<file path="config.mk">
export PLATFORM = sky130hd
export DESIGN_NAME = rmc_top
export DESIGN_NICKNAME = d
export VERILOG_FILES = /design/src/rtl/rmc_antdiv.v /design/src/rtl/rmc_top.v
export VERILOG_INCLUDE_DIRS = /design/src /design/src/rtl
export SDC_FILE = /design/constraint.sdc
export NUM_CORES = 1
export LEC_CHECK = 0
export ABC_CLOCK_PERIOD_IN_PS = 4250
export BUFFER_PORTS_ARGS = -buffer_cell sky130_fd_sc_hd__buf_2
export CAP_MARGIN = 40
export CORE_MARGIN = 5
export CORE_UTILIZATION = 49
export DETAILED_ROUTE_END_ITERATION = 10
export GPL_ROUTABILITY_DRIVEN = 0
export HOLD_SLACK_MARGIN = 0.08
export PLACE_DENSITY = 0.77
export SLEW_MARGIN = 20
export SYNTH_ARGS = -nofsm -noshare
export SYNTH_HDL_FRONTEND = slang
export SYNTH_HIERARCHICAL = 1
export SYNTH_SLANG_ARGS = --single-unit
</file>
<file path="constraint.sdc">
create_clock -name core_clk_i -period 4.25 [get_ports core_clk_i]
set_input_delay 0.2125 -clock core_clk_i [delete_from_list [all_inputs] [get_ports core_clk_i]]
set_output_delay 0.2125 -clock core_clk_i [all_outputs]
set_load 0.1 [all_outputs]
</file>
<file path="src/rtl/rmc_defines.vh">
/*
 * Constants of the receive mode control block: register offsets, field
 * positions, reset values, antenna codes and timing counts.
 * Assumes it is included by bare name from every file of the block.
 */
// Summary of operation
// - antenna codes 110/111 run beacon diversity in receive; outside receive drive 00/11.
// - multi-packet set with FIFO mode and packet handling keeps receiving packets.
// - multi-packet clear with FIFO mode and packet handling leaves receive after one packet.
// - low-duty-cycle enable turns the receiver on periodically without host action.
// - writing clear bit 1 then 0 empties the receive FIFO.
// - seven-bit crystal load code in low bits drives the oscillator trim.
// - top bit of the trim register is a separate coarse capacitance shift control.
// - manual receive-on bit self-clears after a valid packet when multi-packet is off with FIFO mode and packet handling set.
// - gpio select codes 10111 and 11000 put antenna one and two on that pin.
`ifndef RMC_DEFINES_VH
`define RMC_DEFINES_VH

// register offsets
`define RMC_ADDR_OPMODE1  8'h07
`define RMC_ADDR_RXCTRL   8'h08
`define RMC_ADDR_XTAL     8'h09
`define RMC_ADDR_DCFG     8'h40
`define RMC_ADDR_STAT     8'h41

// field positions
`define RMC_SWRES_BIT     7
`define RMC_RXON_BIT      2
`define RMC_ANT_MSB       7
`define RMC_ANT_LSB       5
`define RMC_MPK_BIT       4
`define RMC_LDM_BIT       2
`define RMC_FFCLR_BIT     1
`define RMC_XSHFT_BIT     7
`define RMC_XLC_MSB       6
`define RMC_FIFOMODE_BIT  0
`define RMC_PKTRX_BIT     1

// reset values
`define RMC_OPMODE1_RST   8'h00
`define RMC_RXCTRL_RST    8'h00
`define RMC_XTAL_RST      8'h00
`define RMC_DCFG_RST      8'h00
`define RMC_RDATA_NONE    8'h00

// gpio function select codes
`define RMC_GPIO_SEL_W    5
`define RMC_GPIO_ANT1     5'h17
`define RMC_GPIO_ANT2     5'h18

// timing: antenna dwell during diversity search
`define RMC_CLK_MHZ       40
`define RMC_DWELL_NS      2000
`define RMC_DWELL_CYC     ((`RMC_DWELL_NS * `RMC_CLK_MHZ + 999) / 1000)

`endif

</file>
<file path="src/rtl/rmc_antdiv.v">
/*
 * Antenna switch driver: fixed antenna patterns and the diversity search,
 * plain or beacon variant.
 * Assumes rx_state_i, preamble_det_i and rssi_i are synchronous to the clock.
 */
`timescale 1ns/1ps
`include "rmc_defines.vh"

module rmc_antdiv #(
   parameter DWELL_CYC = `RMC_DWELL_CYC,
   parameter CNT_W     = 8
) (
   // clock and reset
   input  wire       core_clk_i,
   input  wire       rst_i,
   input  wire       ce_i,
   // control
   input  wire [2:0] mode_i,
   input  wire       rx_state_i,
   input  wire       preamble_det_i,
   input  wire [7:0] rssi_i,
   // antenna outputs
   output reg        ant1_o,
   output reg        ant2_o,
   output wire       locked_o
);

   localparam integer     DWELL_M1   = DWELL_CYC - 1;
   localparam [CNT_W-1:0] DWELL_LAST = DWELL_M1[CNT_W-1:0];

   reg             rx_d_ff;
   reg             sel_ff;
   reg             lock_ff;
   reg             win_ff;
   reg [CNT_W-1:0] cnt_ff;
   reg [7:0]       rssi_a_ff;
   reg [7:0]       rssi_b_ff;
   reg             nxt_ant1;
   reg             nxt_ant2;

   wire algo   = mode_i[2];
   wire beacon = mode_i[2] & mode_i[1];

   assign locked_o = lock_ff;

   // ------------------------------------------------------------------
   // diversity search
   // ------------------------------------------------------------------
   always @(posedge core_clk_i) begin
      if (rst_i) begin
         rx_d_ff   <= 1'b0;
         sel_ff    <= 1'b0;
         lock_ff   <= 1'b0;
         win_ff    <= 1'b0;
         cnt_ff    <= {CNT_W{1'b0}};
         rssi_a_ff <= 8'h00;
         rssi_b_ff <= 8'h00;
      end else if (ce_i) begin
         rx_d_ff <= rx_state_i;
         if (rx_state_i && !rx_d_ff) begin
            // beacon search starts on the last winning antenna
            sel_ff  <= beacon ? win_ff : 1'b0;
            lock_ff <= 1'b0;
            cnt_ff  <= {CNT_W{1'b0}};
         end else if (rx_state_i && algo && !lock_ff) begin
            if (preamble_det_i) begin
               lock_ff <= 1'b1;
               if (beacon) begin
                  win_ff <= sel_ff;
               end else begin
                  sel_ff <= (rssi_b_ff > rssi_a_ff);
                  win_ff <= (rssi_b_ff > rssi_a_ff);
               end
            end else if (cnt_ff == DWELL_LAST) begin
               cnt_ff <= {CNT_W{1'b0}};
               sel_ff <= ~sel_ff;
               if (sel_ff) begin
                  rssi_b_ff <= rssi_i;
               end else begin
                  rssi_a_ff <= rssi_i;
               end
            end else begin
               cnt_ff <= cnt_ff + 1'b1;
            end
         end else if (!rx_state_i) begin
            lock_ff <= 1'b0;
         end
      end
   end

   // ------------------------------------------------------------------
   // antenna pattern
   // ------------------------------------------------------------------
   always @* begin
      if (!rx_state_i) begin
         nxt_ant1 = algo ? mode_i[0] : mode_i[1];
         nxt_ant2 = algo ? mode_i[0] : mode_i[1];
      end else if (algo) begin
         nxt_ant1 = ~sel_ff;
         nxt_ant2 = sel_ff;
      end else begin
         nxt_ant1 = mode_i[0];
         nxt_ant2 = ~mode_i[0];
      end
   end

   always @(posedge core_clk_i) begin
      if (rst_i) begin
         ant1_o <= 1'b0;
         ant2_o <= 1'b0;
      end else if (ce_i) begin
         ant1_o <= nxt_ant1;
         ant2_o <= nxt_ant2;
      end
   end

endmodule

</file>
<file path="src/rtl/rmc_top.v">
/*
 * Receive mode control register bank: operating mode 1 and 2 registers,
 * crystal load trim, a data-path config register and a status register,
 * plus multi-packet, low-duty-cycle, FIFO clear and gpio antenna routing.
 * Assumes the host port strobes are one cycle wide and synchronous, and
 * that packet, wake-up and rx state inputs come from the rest of the radio.
 */
// The plain strobed port was chosen for this implementation.
`timescale 1ns/1ps
`include "rmc_defines.vh"

module rmc_top #(
   parameter N_GPIO    = 3,
   parameter DWELL_CYC = `RMC_DWELL_CYC
) (
   // clock, reset, enable
   input  wire                          core_clk_i,
   input  wire                          rst_i,
   input  wire                          ce_i,
   // register port
   input  wire [7:0]                    addr_i,
   input  wire [7:0]                    wdata_i,
   input  wire                          wr_i,
   input  wire                          rd_i,
   output reg  [7:0]                    rdata_o,
   // receiver status
   input  wire                          rx_state_i,
   input  wire                          pkt_valid_i,
   input  wire                          preamble_det_i,
   input  wire [7:0]                    rssi_i,
   input  wire                          wut_expire_i,
   // gpio routing
   input  wire [N_GPIO*`RMC_GPIO_SEL_W-1:0] gpio_sel_i,
   output wire [N_GPIO-1:0]             gpio_ant_o,
   output wire [N_GPIO-1:0]             gpio_ant_oe_o,
   // receiver control
   output reg                           rx_on_o,
   output reg                           rx_exit_o,
   output reg                           ldc_wake_o,
   output wire                          ldc_en_o,
   output wire                          multi_pkt_o,
   output reg                           fifo_clr_o,
   // crystal trim
   output wire [6:0]                    xtal_trim_o,
   output wire                          xtal_shift_o,
   // antennas
   output wire                          ant1_o,
   output wire                          ant2_o
);

   // ------------------------------------------------------------------
   // registers
   // ------------------------------------------------------------------
   reg  [7:0] opmode1_ff;
   reg  [7:0] rxctrl_ff;
   reg  [7:0] xtal_ff;
   reg  [7:0] dcfg_ff;
   reg        swres_ff;
   reg  [7:0] nxt_rdata;
   reg        nxt_rx_exit;
   reg        nxt_fifo_clr;

   wire       wr_op1  = wr_i && (addr_i == `RMC_ADDR_OPMODE1);
   wire       wr_rxc  = wr_i && (addr_i == `RMC_ADDR_RXCTRL);
   wire       wr_xtal = wr_i && (addr_i == `RMC_ADDR_XTAL);
   wire       wr_dcfg = wr_i && (addr_i == `RMC_ADDR_DCFG);

   wire       fifo_mode = dcfg_ff[`RMC_FIFOMODE_BIT];
   wire       pkt_rx_en = dcfg_ff[`RMC_PKTRX_BIT];
   wire       mpk       = rxctrl_ff[`RMC_MPK_BIT];
   wire       ffclr     = rxctrl_ff[`RMC_FFCLR_BIT];
   wire       pkt_mode  = fifo_mode & pkt_rx_en;
   wire       single_done = pkt_valid_i & rx_state_i & pkt_mode & ~mpk;
   wire       locked;

   // software reset takes effect one cycle after the write
   always @(posedge core_clk_i) begin
      if (rst_i) begin
         swres_ff <= 1'b0;
      end else if (ce_i) begin
         swres_ff <= wr_op1 & wdata_i[`RMC_SWRES_BIT];
      end
   end

   always @(posedge core_clk_i) begin
      if (rst_i || (ce_i && swres_ff)) begin
         opmode1_ff <= `RMC_OPMODE1_RST;
         rxctrl_ff  <= `RMC_RXCTRL_RST;
         xtal_ff    <= `RMC_XTAL_RST;
         dcfg_ff    <= `RMC_DCFG_RST;
      end else if (ce_i) begin
         if (wr_op1) begin
            // a host write of rxon wins over the automatic clear
            opmode1_ff <= {1'b0, wdata_i[6:0]};
         end else if (single_done) begin
            opmode1_ff[`RMC_RXON_BIT] <= 1'b0;
         end
         if (wr_rxc) begin
            rxctrl_ff <= wdata_i;
         end
         if (wr_xtal) begin
            xtal_ff <= wdata_i;
         end
         if (wr_dcfg) begin
            dcfg_ff <= {6'h00, wdata_i[1:0]};
         end
      end
   end

   // ------------------------------------------------------------------
   // read port
   // ------------------------------------------------------------------
   always @* begin
      if (addr_i == `RMC_ADDR_OPMODE1) begin
         nxt_rdata = opmode1_ff;
      end else if (addr_i == `RMC_ADDR_RXCTRL) begin
         nxt_rdata = rxctrl_ff;
      end else if (addr_i == `RMC_ADDR_XTAL) begin
         nxt_rdata = xtal_ff;
      end else if (addr_i == `RMC_ADDR_DCFG) begin
         nxt_rdata = dcfg_ff;
      end else if (addr_i == `RMC_ADDR_STAT) begin
         nxt_rdata = {4'h0, locked, rx_state_i, ant2_o, ant1_o};
      end else begin
         nxt_rdata = `RMC_RDATA_NONE;
      end
   end

   always @(posedge core_clk_i) begin
      if (rst_i) begin
         rdata_o <= 8'h00;
      end else if (ce_i) begin
         rdata_o <= rd_i ? nxt_rdata : 8'h00;
      end
   end

   // ------------------------------------------------------------------
   // receive sequencing
   // ------------------------------------------------------------------
   assign multi_pkt_o = pkt_mode & mpk;
   assign ldc_en_o    = rxctrl_ff[`RMC_LDM_BIT];

   always @* begin
      nxt_rx_exit  = single_done;
      // fifo held empty while the bit is 1, cleared on the 1 then 0 write
      nxt_fifo_clr = wr_rxc ? wdata_i[`RMC_FFCLR_BIT] : ffclr;
   end

   always @(posedge core_clk_i) begin
      if (rst_i || (ce_i && swres_ff)) begin
         rx_on_o    <= 1'b0;
         rx_exit_o  <= 1'b0;
         ldc_wake_o <= 1'b0;
         fifo_clr_o <= 1'b0;
      end else if (ce_i) begin
         rx_on_o    <= opmode1_ff[`RMC_RXON_BIT];
         rx_exit_o  <= nxt_rx_exit;
         ldc_wake_o <= ldc_en_o & wut_expire_i;
         fifo_clr_o <= nxt_fifo_clr;
      end
   end

   // ------------------------------------------------------------------
   // crystal trim
   // ------------------------------------------------------------------
   assign xtal_trim_o  = xtal_ff[`RMC_XLC_MSB:0];
   assign xtal_shift_o = xtal_ff[`RMC_XSHFT_BIT];

   // ------------------------------------------------------------------
   // antenna driver and gpio routing
   // ------------------------------------------------------------------
   rmc_antdiv #(
      .DWELL_CYC (DWELL_CYC),
      .CNT_W     (8)
   ) u_antdiv (
      .core_clk_i     (core_clk_i),
      .rst_i          (rst_i),
      .ce_i           (ce_i),
      .mode_i         (rxctrl_ff[`RMC_ANT_MSB:`RMC_ANT_LSB]),
      .rx_state_i     (rx_state_i),
      .preamble_det_i (preamble_det_i),
      .rssi_i         (rssi_i),
      .ant1_o         (ant1_o),
      .ant2_o         (ant2_o),
      .locked_o       (locked)
   );

   // returns 1 for ant1, 2 for ant2, 0 for any other function
   function [1:0] rmc_ant_route;
      input [`RMC_GPIO_SEL_W-1:0] sel;
      begin
         if (sel == `RMC_GPIO_ANT1) begin
            rmc_ant_route = 2'h1;
         end else if (sel == `RMC_GPIO_ANT2) begin
            rmc_ant_route = 2'h2;
         end else begin
            rmc_ant_route = 2'h0;
         end
      end
   endfunction

   genvar gi;
   generate
      for (gi = 0; gi < N_GPIO; gi = gi + 1) begin : g_gpio
         wire [1:0] route = rmc_ant_route(
            gpio_sel_i[gi*`RMC_GPIO_SEL_W +: `RMC_GPIO_SEL_W]);
         assign gpio_ant_o[gi]    = (route[0] & ant1_o) | (route[1] & ant2_o);
         assign gpio_ant_oe_o[gi] = route[0] | route[1];
      end
   endgenerate

endmodule

</file>
# Word-level counts from Yosys, hierarchy flattened
# Index checks and enable logic that the tools add are counted.
# classes
n_addsub,1
magnitude_cmp,1
n_eq_ne,15
mux,34
bitwise_logic,25
reduce_logical,25
# op_table
op,count
$mux 8,8
$eq 5x5->1 const B,6
$eq 8x7->1 const B,3
$mux 1,18
$eq 8x4->1 const B,2
$and 1x1->1,14
$mux 2,6
$reduce_and 6->1,2
$reduce_and 2->1,5
$reduce_and 3->1,3
$add 8x1->8 const B,1
$eq 8x3->1 const B,1
$gt 8x8->1,1
$logic_and 1x1->1,8
$mux 4,2
$or 1x1->1,6
$not 1->1,5
$reduce_and 4->1,1
$reduce_bool 2->1,2
$ne 3x1->1 const B,1
$ne 3x2->1 const B,1
$reduce_bool 3->1,1
$logic_not 1->1,2
$ne 2x1->1 const B,1
$logic_or 1x1->1,1
# word_totals
reg_bits,68
input_bits,48
out_inout_bits,30
word_cells,121

# Depth between registers and ports, before layout
# Gate-level depths: netlist of the first run.
# logic_depth
depth_word,7
depth_mapped,7

# Modules after synthesis
# Netlist of the first run, hierarchy kept.
# by_module_without_submodules
module,instances,cells_per_inst,area_each_um2,seq_area_each_um2
rmc_top,1,198,1879.3,760.7
rmc_antdiv,1,180,1605.3,600.6

# Least setup slack after synthesis of the first run
# Ideal clock, no wire load.
# synth_timing
path_type,reg2out
start,register u_antdiv.ant2_o
end,output gpio_ant_o[0]
t_arrival_ps,2576
setup_slack_ps,1462
stages_incl_launch_ff,3
cell_sequence,dfxtp_1 -> a22oi_1 -> nor2b_1
# synth_between
elab_chain_cells,2
# synth_rtl
item,line_no,text
start: declaration,rmc_antdiv.v:24,"output reg ant2_o,"
start signal: assignment,rmc_antdiv.v:113,ant2_o <= nxt_ant2;
$and 1x1->1,rmc_top.v:207,assign gpio_ant_o[gi] = (route[0] & ant1_o) | (route[1] & ant2_o);
$or 1x1->1,rmc_top.v:207,
end: declaration,rmc_top.v:34,"output wire [N_GPIO-1:0] gpio_ant_o,"
# Every way passes these cells.

# Worst setup path in the final report of the first run
# layout_timing
start,register rxctrl_ff[7]
end,register u_antdiv.rssi_a_ff[5]
# layout_between
elab_chain_cells,3
# layout_rtl
item,line_no,text
start: declaration,rmc_top.v:55,reg [7:0] rxctrl_ff;
start signal: assignment,rmc_top.v:88,rxctrl_ff <= `RMC_RXCTRL_RST;
start signal: assignment,rmc_top.v:99,rxctrl_ff <= wdata_i;
$logic_and 1x1->1 (2 in series),rmc_antdiv.v:65,end else if (rx_state_i && algo && !lock_ff) begin
$reduce_and 6->1 (no source line),-,
end signal: assignment,rmc_antdiv.v:80,rssi_a_ff <= rssi_i;
end: declaration,rmc_antdiv.v:36,reg [7:0] rssi_a_ff;
# Every way passes these cells.
# A chain may end at the register's enable or synchronous reset.

==> results.py, run 1 <==
metrics = {
    "timing": {
        "skew_ns": 0.00536,
        "timing.setup.tns_ns": 0,
        "maxClockFrequency_mhz": 479,
        "worst-slew-pin-transition_ns": 0.717,
        "layout_min_cycle_time_ns": 2.09,
        "hold_slack_ns": 0.111,
        "relSlewSlack_pct": 51.8,
        "grt_setup_unrepaired": "no",
        "hold_viol_final": 0,
        "period_share_pct": 49.1,
        "setup-violations-final": 0,
        "final_max_slew_viol_count": 0,
    },
    "setup_path": {
        "cp_slowest_cell": "dfxtp_1",
        "path_cells": "nand3b_1, nor3_1, nand3b_1, mux2i_1, nor2_1",
        "crit_path_max_incr_delay_ns": 0.60,
        "r2r_startpoint": "rxctrl_ff[7]",
        "cp_num_buf_inv": 0,
        "worst_path_arrival_ns": 2.30,
        "critPathMaxFanout": 11,
        "endpoint_kind": "register",
        "critical-path-top-delay-family": "simple AND/OR/NAND/NOR gates",
        "cp.required_ns": 4.46,
        "crit_type": "register to register",
        "r2r-end": "u_antdiv/rssi_a_ff[5]",
        "cp_common_cell": "nand3b_1",
        "ff2ff_setup_slack_ns": 2.16,
        "critical_path_cell_count": 5,
        "critPathLaunchType": "register",
        "worstRegToRegCells": 5,
    },
    "synth": {
        "synth.ff_latch_count": 68,
        "yosysWarnings": 6,
        "netlist.area_leader.share_pct": 39.1,
        "syn-num-nets": 435,
        "synthesis.instances": 378,
        "synth.yosys.seq_area_share_pct": 39.1,
        "dominant_cell_type_by_area_after_synthesis": "dfxtp_1",
        "synth.top_cells.by_area": "dfxtp_1 (39%), mux2i_1 (15%), nor2_1 (5.3%), ha_1 (3.2%), a21oi_1 (3.2%)",
        "async_s_r_ff_share_synth_pct": 0,
        "synthesis.area_sq_um": 3480,
        "synth_area_per_cell_sq_um": 9.22,
        "ys.flop_type": "dfxtp_1",
        "netlist-cell-type-count": 59,
        "synth_edf_count": 0,
    },
    "run": {
        "cap_violations": 0,
    },
    "clocking": {
        "ctsResizeCount": 0,
        "cts_setup_buffers": 0,
        "worst_setup_hold_path_clk_slew_ns": 0.07,
        "cts_buffer_depth": 2,
        "tritoncts": "built",
        "cts_hold_buffers": 0,
        "numClockSinks": 68,
        "htree_num_levels": 3,
        "tritoncts.num_buffers": 9,
        "clk-insertion-delay-late_ns": 0.35,
        "cts_root_buf": "clkbuf_8",
    },
    "route": {
        "via_per_inst": 5.44,
        "detail_route.iter0.violations": 203,
        "route.final.wire_length_um": 8220,
        "route.detailed.drc": 0,
        "drtAntennaViolNets": 0,
        "first_pass_iters": 4,
        "dr_total_vias": 2985,
        "detail_route.wl_per_cell_um": 15.0,
    },
    "placement": {
        "buffer_ports.inserted": 77,
        "place.detailed.instances": 534,
        "dp_hpwl_um": 6000,
    },
    "die": {
        "fp.dieW_um": 94.3,
        "pin_count": 78,
        "coreArea_sq_um": 6870,
        "rows": 30,
        "initial_utilization_pct": 50.7,
        "fp.dieArea_sq_um": 8900,
        "die_ht_um": 94.3,
    },
    "grt": {
        "grt_pass1_wl_um": 13700,
        "pin_count_of_the_biggest_net_entering_global_routing": 39,
        "grt_use_met3_pct": 5.66,
        "busiest_layer_in_global_routing": "met2",
        "groute.layer.met2.usage_pct": 30.9,
        "overflow": 0,
        "grt_antenna_before_repair": 0,
        "grtUsageTotal_pct": 19.3,
        "met1_use_gr_pct": 25.1,
        "via_count_of_the_first_global_routing_pass": 2928,
    },
    "worst_hold_path": {
        "holdCritPathClass": "input port to register",
        "min_delay_worst_endpoint": "u_antdiv/rssi_a_ff[0]",
        "worstHoldStart": "rssi_i[0]",
        "timing.hold.worst_path_depth": 3,
    },
    "layout": {
        "share_of_cells_above_drive_strength_1_pct": 25.6,
        "final_nets": 506,
        "most_common_library_cell_in_the_layout_ignoring_fill_and_taps": "buf_2",
        "most-common-layout-cells": "buf_2 (77), dfxtp_1 (68), mux2i_1 (52), nor2_1 (49), a21oi_1 (22)",
        "syn2layout_area_growth_pct": 19.7,
        "insertedDiodeCount": 0,
        "final-instance-count-excl-fill": 549,
        "post-route-util_pct": 60.7,
    },
    "power_and_ir_drop": {
        "total_power_mw": 1.45,
        "worst_ir_drop_vdd_uv": 193,
        "static-leakage-power_nw": 1.68,
        "power.density_cell_area_nw_per_um2": 348,
    },
    "run_status": {
        "run_status": "finished, final reports clean",
    },
}
power by group:
group	internal [mW]	total, mW	switching [mW]
combinational	0.0369	0.110	0.0735
clock	0.448	0.697	0.250
sequential	0.640	0.643	0.00365
flip-flops by register name, summed over array words and instances (netlist names):
signal              flops
fifo_clr_o              1
u_antdiv/rssi_b_ff      8
ldc_wake_o              1
u_antdiv/locked_o       1
rx_on_o                 1
u_antdiv/cnt_ff         8
u_antdiv/win_ff         1
xtal_ff                 8
rxctrl_ff               8
dcfg_ff                 2
u_antdiv/rssi_a_ff      8
rx_exit_o               1
u_antdiv/sel_ff         1
u_antdiv/rx_d_ff        1
opmode1_ff              7
swres_ff                1
u_antdiv/ant1_o         1
rdata_o                 8
u_antdiv/ant2_o         1
cells by family after synthesis:
kind of cell	after synthesis	synth area share, %
and+or+nand+nor	145	24.2
DFF	68	39.1
AOI/OAI and AO/OA	67	12.7
muxes	55	15.9
buffers and inverters	33	4.67
adders and majority gates	9	3.23
xor gates and xnor gates	1	0.251
cell type report:
| cell class | instances | area [sq um] |
|---|---|---|
| Timing Repair Buffer | 79 | 417 |
| Sequential cell | 68 | 1360 |
| Clock buffer | 9 | 124 |
| Clock inverter | 6 | 136 |
| Multi-Input combinational cell | 277 | 1960 |
| Tap cell | 96 | 120 |
| Inverter | 14 | 52.6 |
| Fill cell | 610 | 2700 |
through the flow:
stage	setup WS, ns	area (sq um)
4_1_cts	2.16	4170
6_report	2.16	4170
3_3_place_gp	2.07	3880
5_1_grt	2.01	4170
3_5_place_dp	2.07	3910
2_1_floorplan	1.46	3480
cell usage after synthesis (all sizes together) (2+ instances only):
cell type and count:
a32oi 2, nand2 11, and4b 4, dlygate4sd1 2, nand4 5, buf 6
nor4 3, a22oi 7, nor2b 7, o21ai 9, nor3 11, nand2b 9
o31ai 4, or3 2, mux2i 52, a21oi 22, o21a 3, a211oi 7
dfxtp 68, nor2 58, o22ai 3, or4 3, and3 5, nor4b 4
nand3b 5, or3b 2, mux2 3, clkbuf 11, ha 9, inv 14
a21o 3, nand3 9
worst min-delay path, delay by kind of cell:
kind	cells	cell delay (ns)
buffers and inverters	1	0.08
muxes	1	0.05
and+or+nand+nor	1	0.07
metal layers:
metal  up-vias  share of wire (%)
met1      1390                 47
met3        13                4.7
li1       1510                  -
met2        72                 47
met5         -                  0
met4         0                1.9
worst max-delay path by stage:
stage / start / endpoint / slack, ns
4_1_cts: rxctrl_ff[7] / u_antdiv/rssi_a_ff[5] / 2.16
3_5_place_dp: addr_i[0] / opmode1_ff[0] / 2.07
6_report: rxctrl_ff[7] / u_antdiv/rssi_a_ff[5] / 2.16
5_1_grt: rxctrl_ff[7] / u_antdiv/rssi_a_ff[7] / 2.01
3_3_place_gp: addr_i[0] / opmode1_ff[1] / 2.07
2_1_floorplan: u_antdiv/ant2_o / gpio_ant_o[0] / 1.46
Power figures use the tool's default switching activity.
==> run 2, diff against run 1 <==
--- a/config.mk
+++ b/config.mk
@@ -6,7 +6,7 @@
 export SDC_FILE = /design/constraint.sdc
 export NUM_CORES = 1
 export LEC_CHECK = 0
-export ABC_CLOCK_PERIOD_IN_PS = 4250
+export ABC_CLOCK_PERIOD_IN_PS = 2200
 export BUFFER_PORTS_ARGS = -buffer_cell sky130_fd_sc_hd__buf_2
 export CAP_MARGIN = 40
 export CORE_MARGIN = 5
==> constraint.sdc (replaced) <==
create_clock -name core_clk_i -period 2.2 [get_ports core_clk_i]
set_input_delay 0.11 -clock core_clk_i [delete_from_list [all_inputs] [get_ports core_clk_i]]
set_output_delay 0.11 -clock core_clk_i [all_outputs]
set_load 0.1 [all_outputs]
==> run 2 against run 1 <==
Routed wire length rose by 6.9%. Largest power group unchanged. Sequential power up 93%. Maximum frequency grew 11%. Flip-flop and latch count unchanged. Cell count up 4.6%. First-iteration DRC count fell by 15%. Via count rose by 4.6%. Clock power increased by 98%. Critical path type unchanged. Combinational power increased by 120%. Register-to-register slack got worse by 1.8 ns. Largest cell class unchanged.
==> results.py, run 2 (same netlist as run 1, synthesis figures left out) <==
metrics = {
    "setup_path": {
        "critPathMaxFanout": 11,
        "critPathLaunchType": "register",
        "worst_path_arrival_ns": 2.11,
        "cp.required_ns": 2.44,
        "r2r-end": "u_antdiv/rssi_b_ff[6]",
        "ff2ff_setup_slack_ns": 0.32,
        "crit_type": "register to register",
        "r2r_startpoint": "rxctrl_ff[7]",
        "endpoint_kind": "register",
        "worstRegToRegCells": 5,
    },
    "die": {
        "die_ht_um": 94.3,
        "initial_utilization_pct": 50.7,
        "coreArea_sq_um": 6870,
        "fp.dieW_um": 94.3,
        "fp.dieArea_sq_um": 8900,
        "pin_count": 78,
        "rows": 30,
    },
    "timing": {
        "setup-violations-final": 0,
        "hold_slack_ns": 0.0968,
        "period_share_pct": 85.3,
        "timing.setup.tns_ns": 0,
        "fin_ws_ns": 0.324,
        "relSlewSlack_pct": 62.9,
        "skew_ns": 0.00624,
        "worst-slew-pin-transition_ns": 0.556,
        "final_max_slew_viol_count": 0,
        "hold_viol_final": 0,
        "grt_setup_unrepaired": "no",
        "layout_min_cycle_time_ns": 1.88,
        "maxClockFrequency_mhz": 533,
    },
    "clocking": {
        "tritoncts.num_buffers": 9,
        "worst_setup_hold_path_clk_slew_ns": 0.08,
        "numClockSinks": 68,
        "ctsResizeCount": 0,
        "clk-insertion-delay-late_ns": 0.35,
        "tritoncts": "built",
        "htree_num_levels": 3,
        "cts_buffer_depth": 2,
        "cts_root_buf": "clkbuf_8",
    },
    "route": {
        "first_pass_iters": 4,
        "route.final.wire_length_um": 8790,
        "detail_route.iter0.violations": 173,
        "drtAntennaViolNets": 0,
        "dr_total_vias": 3123,
        "detail_route.wl_per_cell_um": 15.3,
        "via_per_inst": 5.44,
        "route.detailed.drc": 0,
    },
    "worst_hold_path": {
        "timing.hold.worst_path_depth": 3,
        "min_delay_worst_endpoint": "rdata_o[4]",
        "worstHoldStart": "rd_i",
        "holdCritPathClass": "input port to register",
    },
    "placement": {
        "dp_slack_ns": 0.375,
        "buffer_ports.inserted": 77,
        "dp_hpwl_um": 6180,
    },
    "run_status": {
        "run_status": "finished, final reports clean",
    },
    "power_and_ir_drop": {
        "power_frac_clock_pct": 48.2,
        "gate_power_share_pct": 8.6,
        "worst_ir_drop_vdd_uv": 441,
        "seqPwrFrac_pct": 43.3,
        "netSwitchingFraction_pct": 23.1,
        "static-leakage-power_nw": 1.80,
        "intPower_mw": 2.21,
        "power.density_cell_area_nw_per_um2": 652,
        "power.switching_mw": 0.664,
    },
    "grt": {
        "grtUsageTotal_pct": 19.9,
        "grt_antenna_before_repair": 0,
        "grt_pass1_wl_um": 14200,
        "via_count_of_the_first_global_routing_pass": 2976,
        "overflow": 0,
        "pin_count_of_the_biggest_net_entering_global_routing": 22,
    },
    "layout": {
        "most_common_library_cell_in_the_layout_ignoring_fill_and_taps": "buf_2",
        "share_of_cells_above_drive_strength_1_pct": 26.8,
        "final_nets": 530,
        "most-common-layout-cells": "buf_2 (77), dfxtp_1 (68), mux2i_1 (52), nor2_1 (49), a21oi_1 (22)",
        "insertedDiodeCount": 0,
        "syn2layout_area_growth_pct": 26.5,
    },
    "run": {
        "cap_violations": 0,
    },
}
## run 2: cell count changes in the layout (fill, tap and decap cells not counted)
cell           previous run  this run
inv_6                     1         2
nor2b_2                   0         3
nor2b_1                   7         4
clkinvlp_4                1         0
buf_1                     1         0
buf_12                    0         1
buf_4                     0         8
dlygate4sd3_1             0        17
buf_16                    1         0
clkinv_4                  0         1
## run 2: power by group through the flow
stage                     Sequential, mW  Combinational, mW  Clock [mW]
after floorplan                     1.29              0.105           0
after global placement              1.27              0.215           0
after detailed placement            1.27              0.219           0
after CTS                           1.24              0.243        1.40
after global routing                1.24              0.262        1.46
final                               1.24              0.246        1.38
## run 2: cell type report
cell class / count / area [sq um]
fill: 586 / 2460
multi-input combinational: 277 / 1970
sequential: 68 / 1360
timing repair buffer: 103 / 636
clock inverter: 7 / 146
clock buffer: 9 / 124
tap: 96 / 120
inverter: 14 / 52.6
## run 2: how the worst max path moves through the flow
stage,startpoint,end,cells past startpoint
6_report,rxctrl_ff[7],u_antdiv/rssi_b_ff[6],5
5_1_grt,rxctrl_ff[7],u_antdiv/rssi_b_ff[5],5
4_1_cts,rxctrl_ff[7],u_antdiv/cnt_ff[5],4
3_5_place_dp,addr_i[5],xtal_ff[5],5
3_3_place_gp,rxctrl_ff[7],u_antdiv/cnt_ff[5],4
2_1_floorplan,u_antdiv/ant2_o,gpio_ant_o[0],2
## run 2: metrics by stage
| step | std cells | area, sq um | power [mW] | utilization [%] |
|---|---|---|---|---|
| after global placement | 541 | 3970 | 1.49 | 57.8 |
| after CTS | 574 | 4410 | 2.89 | 64.2 |
| after global routing | 574 | 4410 | 2.96 | 64.2 |
| after detailed placement | 541 | 3970 | 1.49 | 57.8 |
| final | 574 | 4410 | 2.87 | 64.2 |
| after floorplan | 378 | 3490 | 1.40 | - |
## run 2: layer usage
| metal | track usage (%) | part of all wire [%] | vias to the layer above |
|---|---|---|---|
| li1 | - | - | 1559 |
| met1 | 26.0 | 45 | 1472 |
| met2 | 32.4 | 47 | 81 |
| met3 | 4.14 | 5.5 | 11 |
| met4 | 7.34 | 1.9 | 0 |
| met5 | 0 | 0 | - |
## run 2: repair_timing
| action | 4_1_cts | 5_1_grt |
|---|---|---|
| hold endpoints to repair | 39 | 0 |
| setup buffers | 0 | 0 |
| hold buffers | 17 | 0 |
## run 2: critical path, stage by stage, from the launching register on
cell,delay [ns]
dfxtp_1,0.57
nand3b_1,0.16
nor3_1,0.39
and3_4,0.37
mux2i_1,0.22
nor2_1,0.05
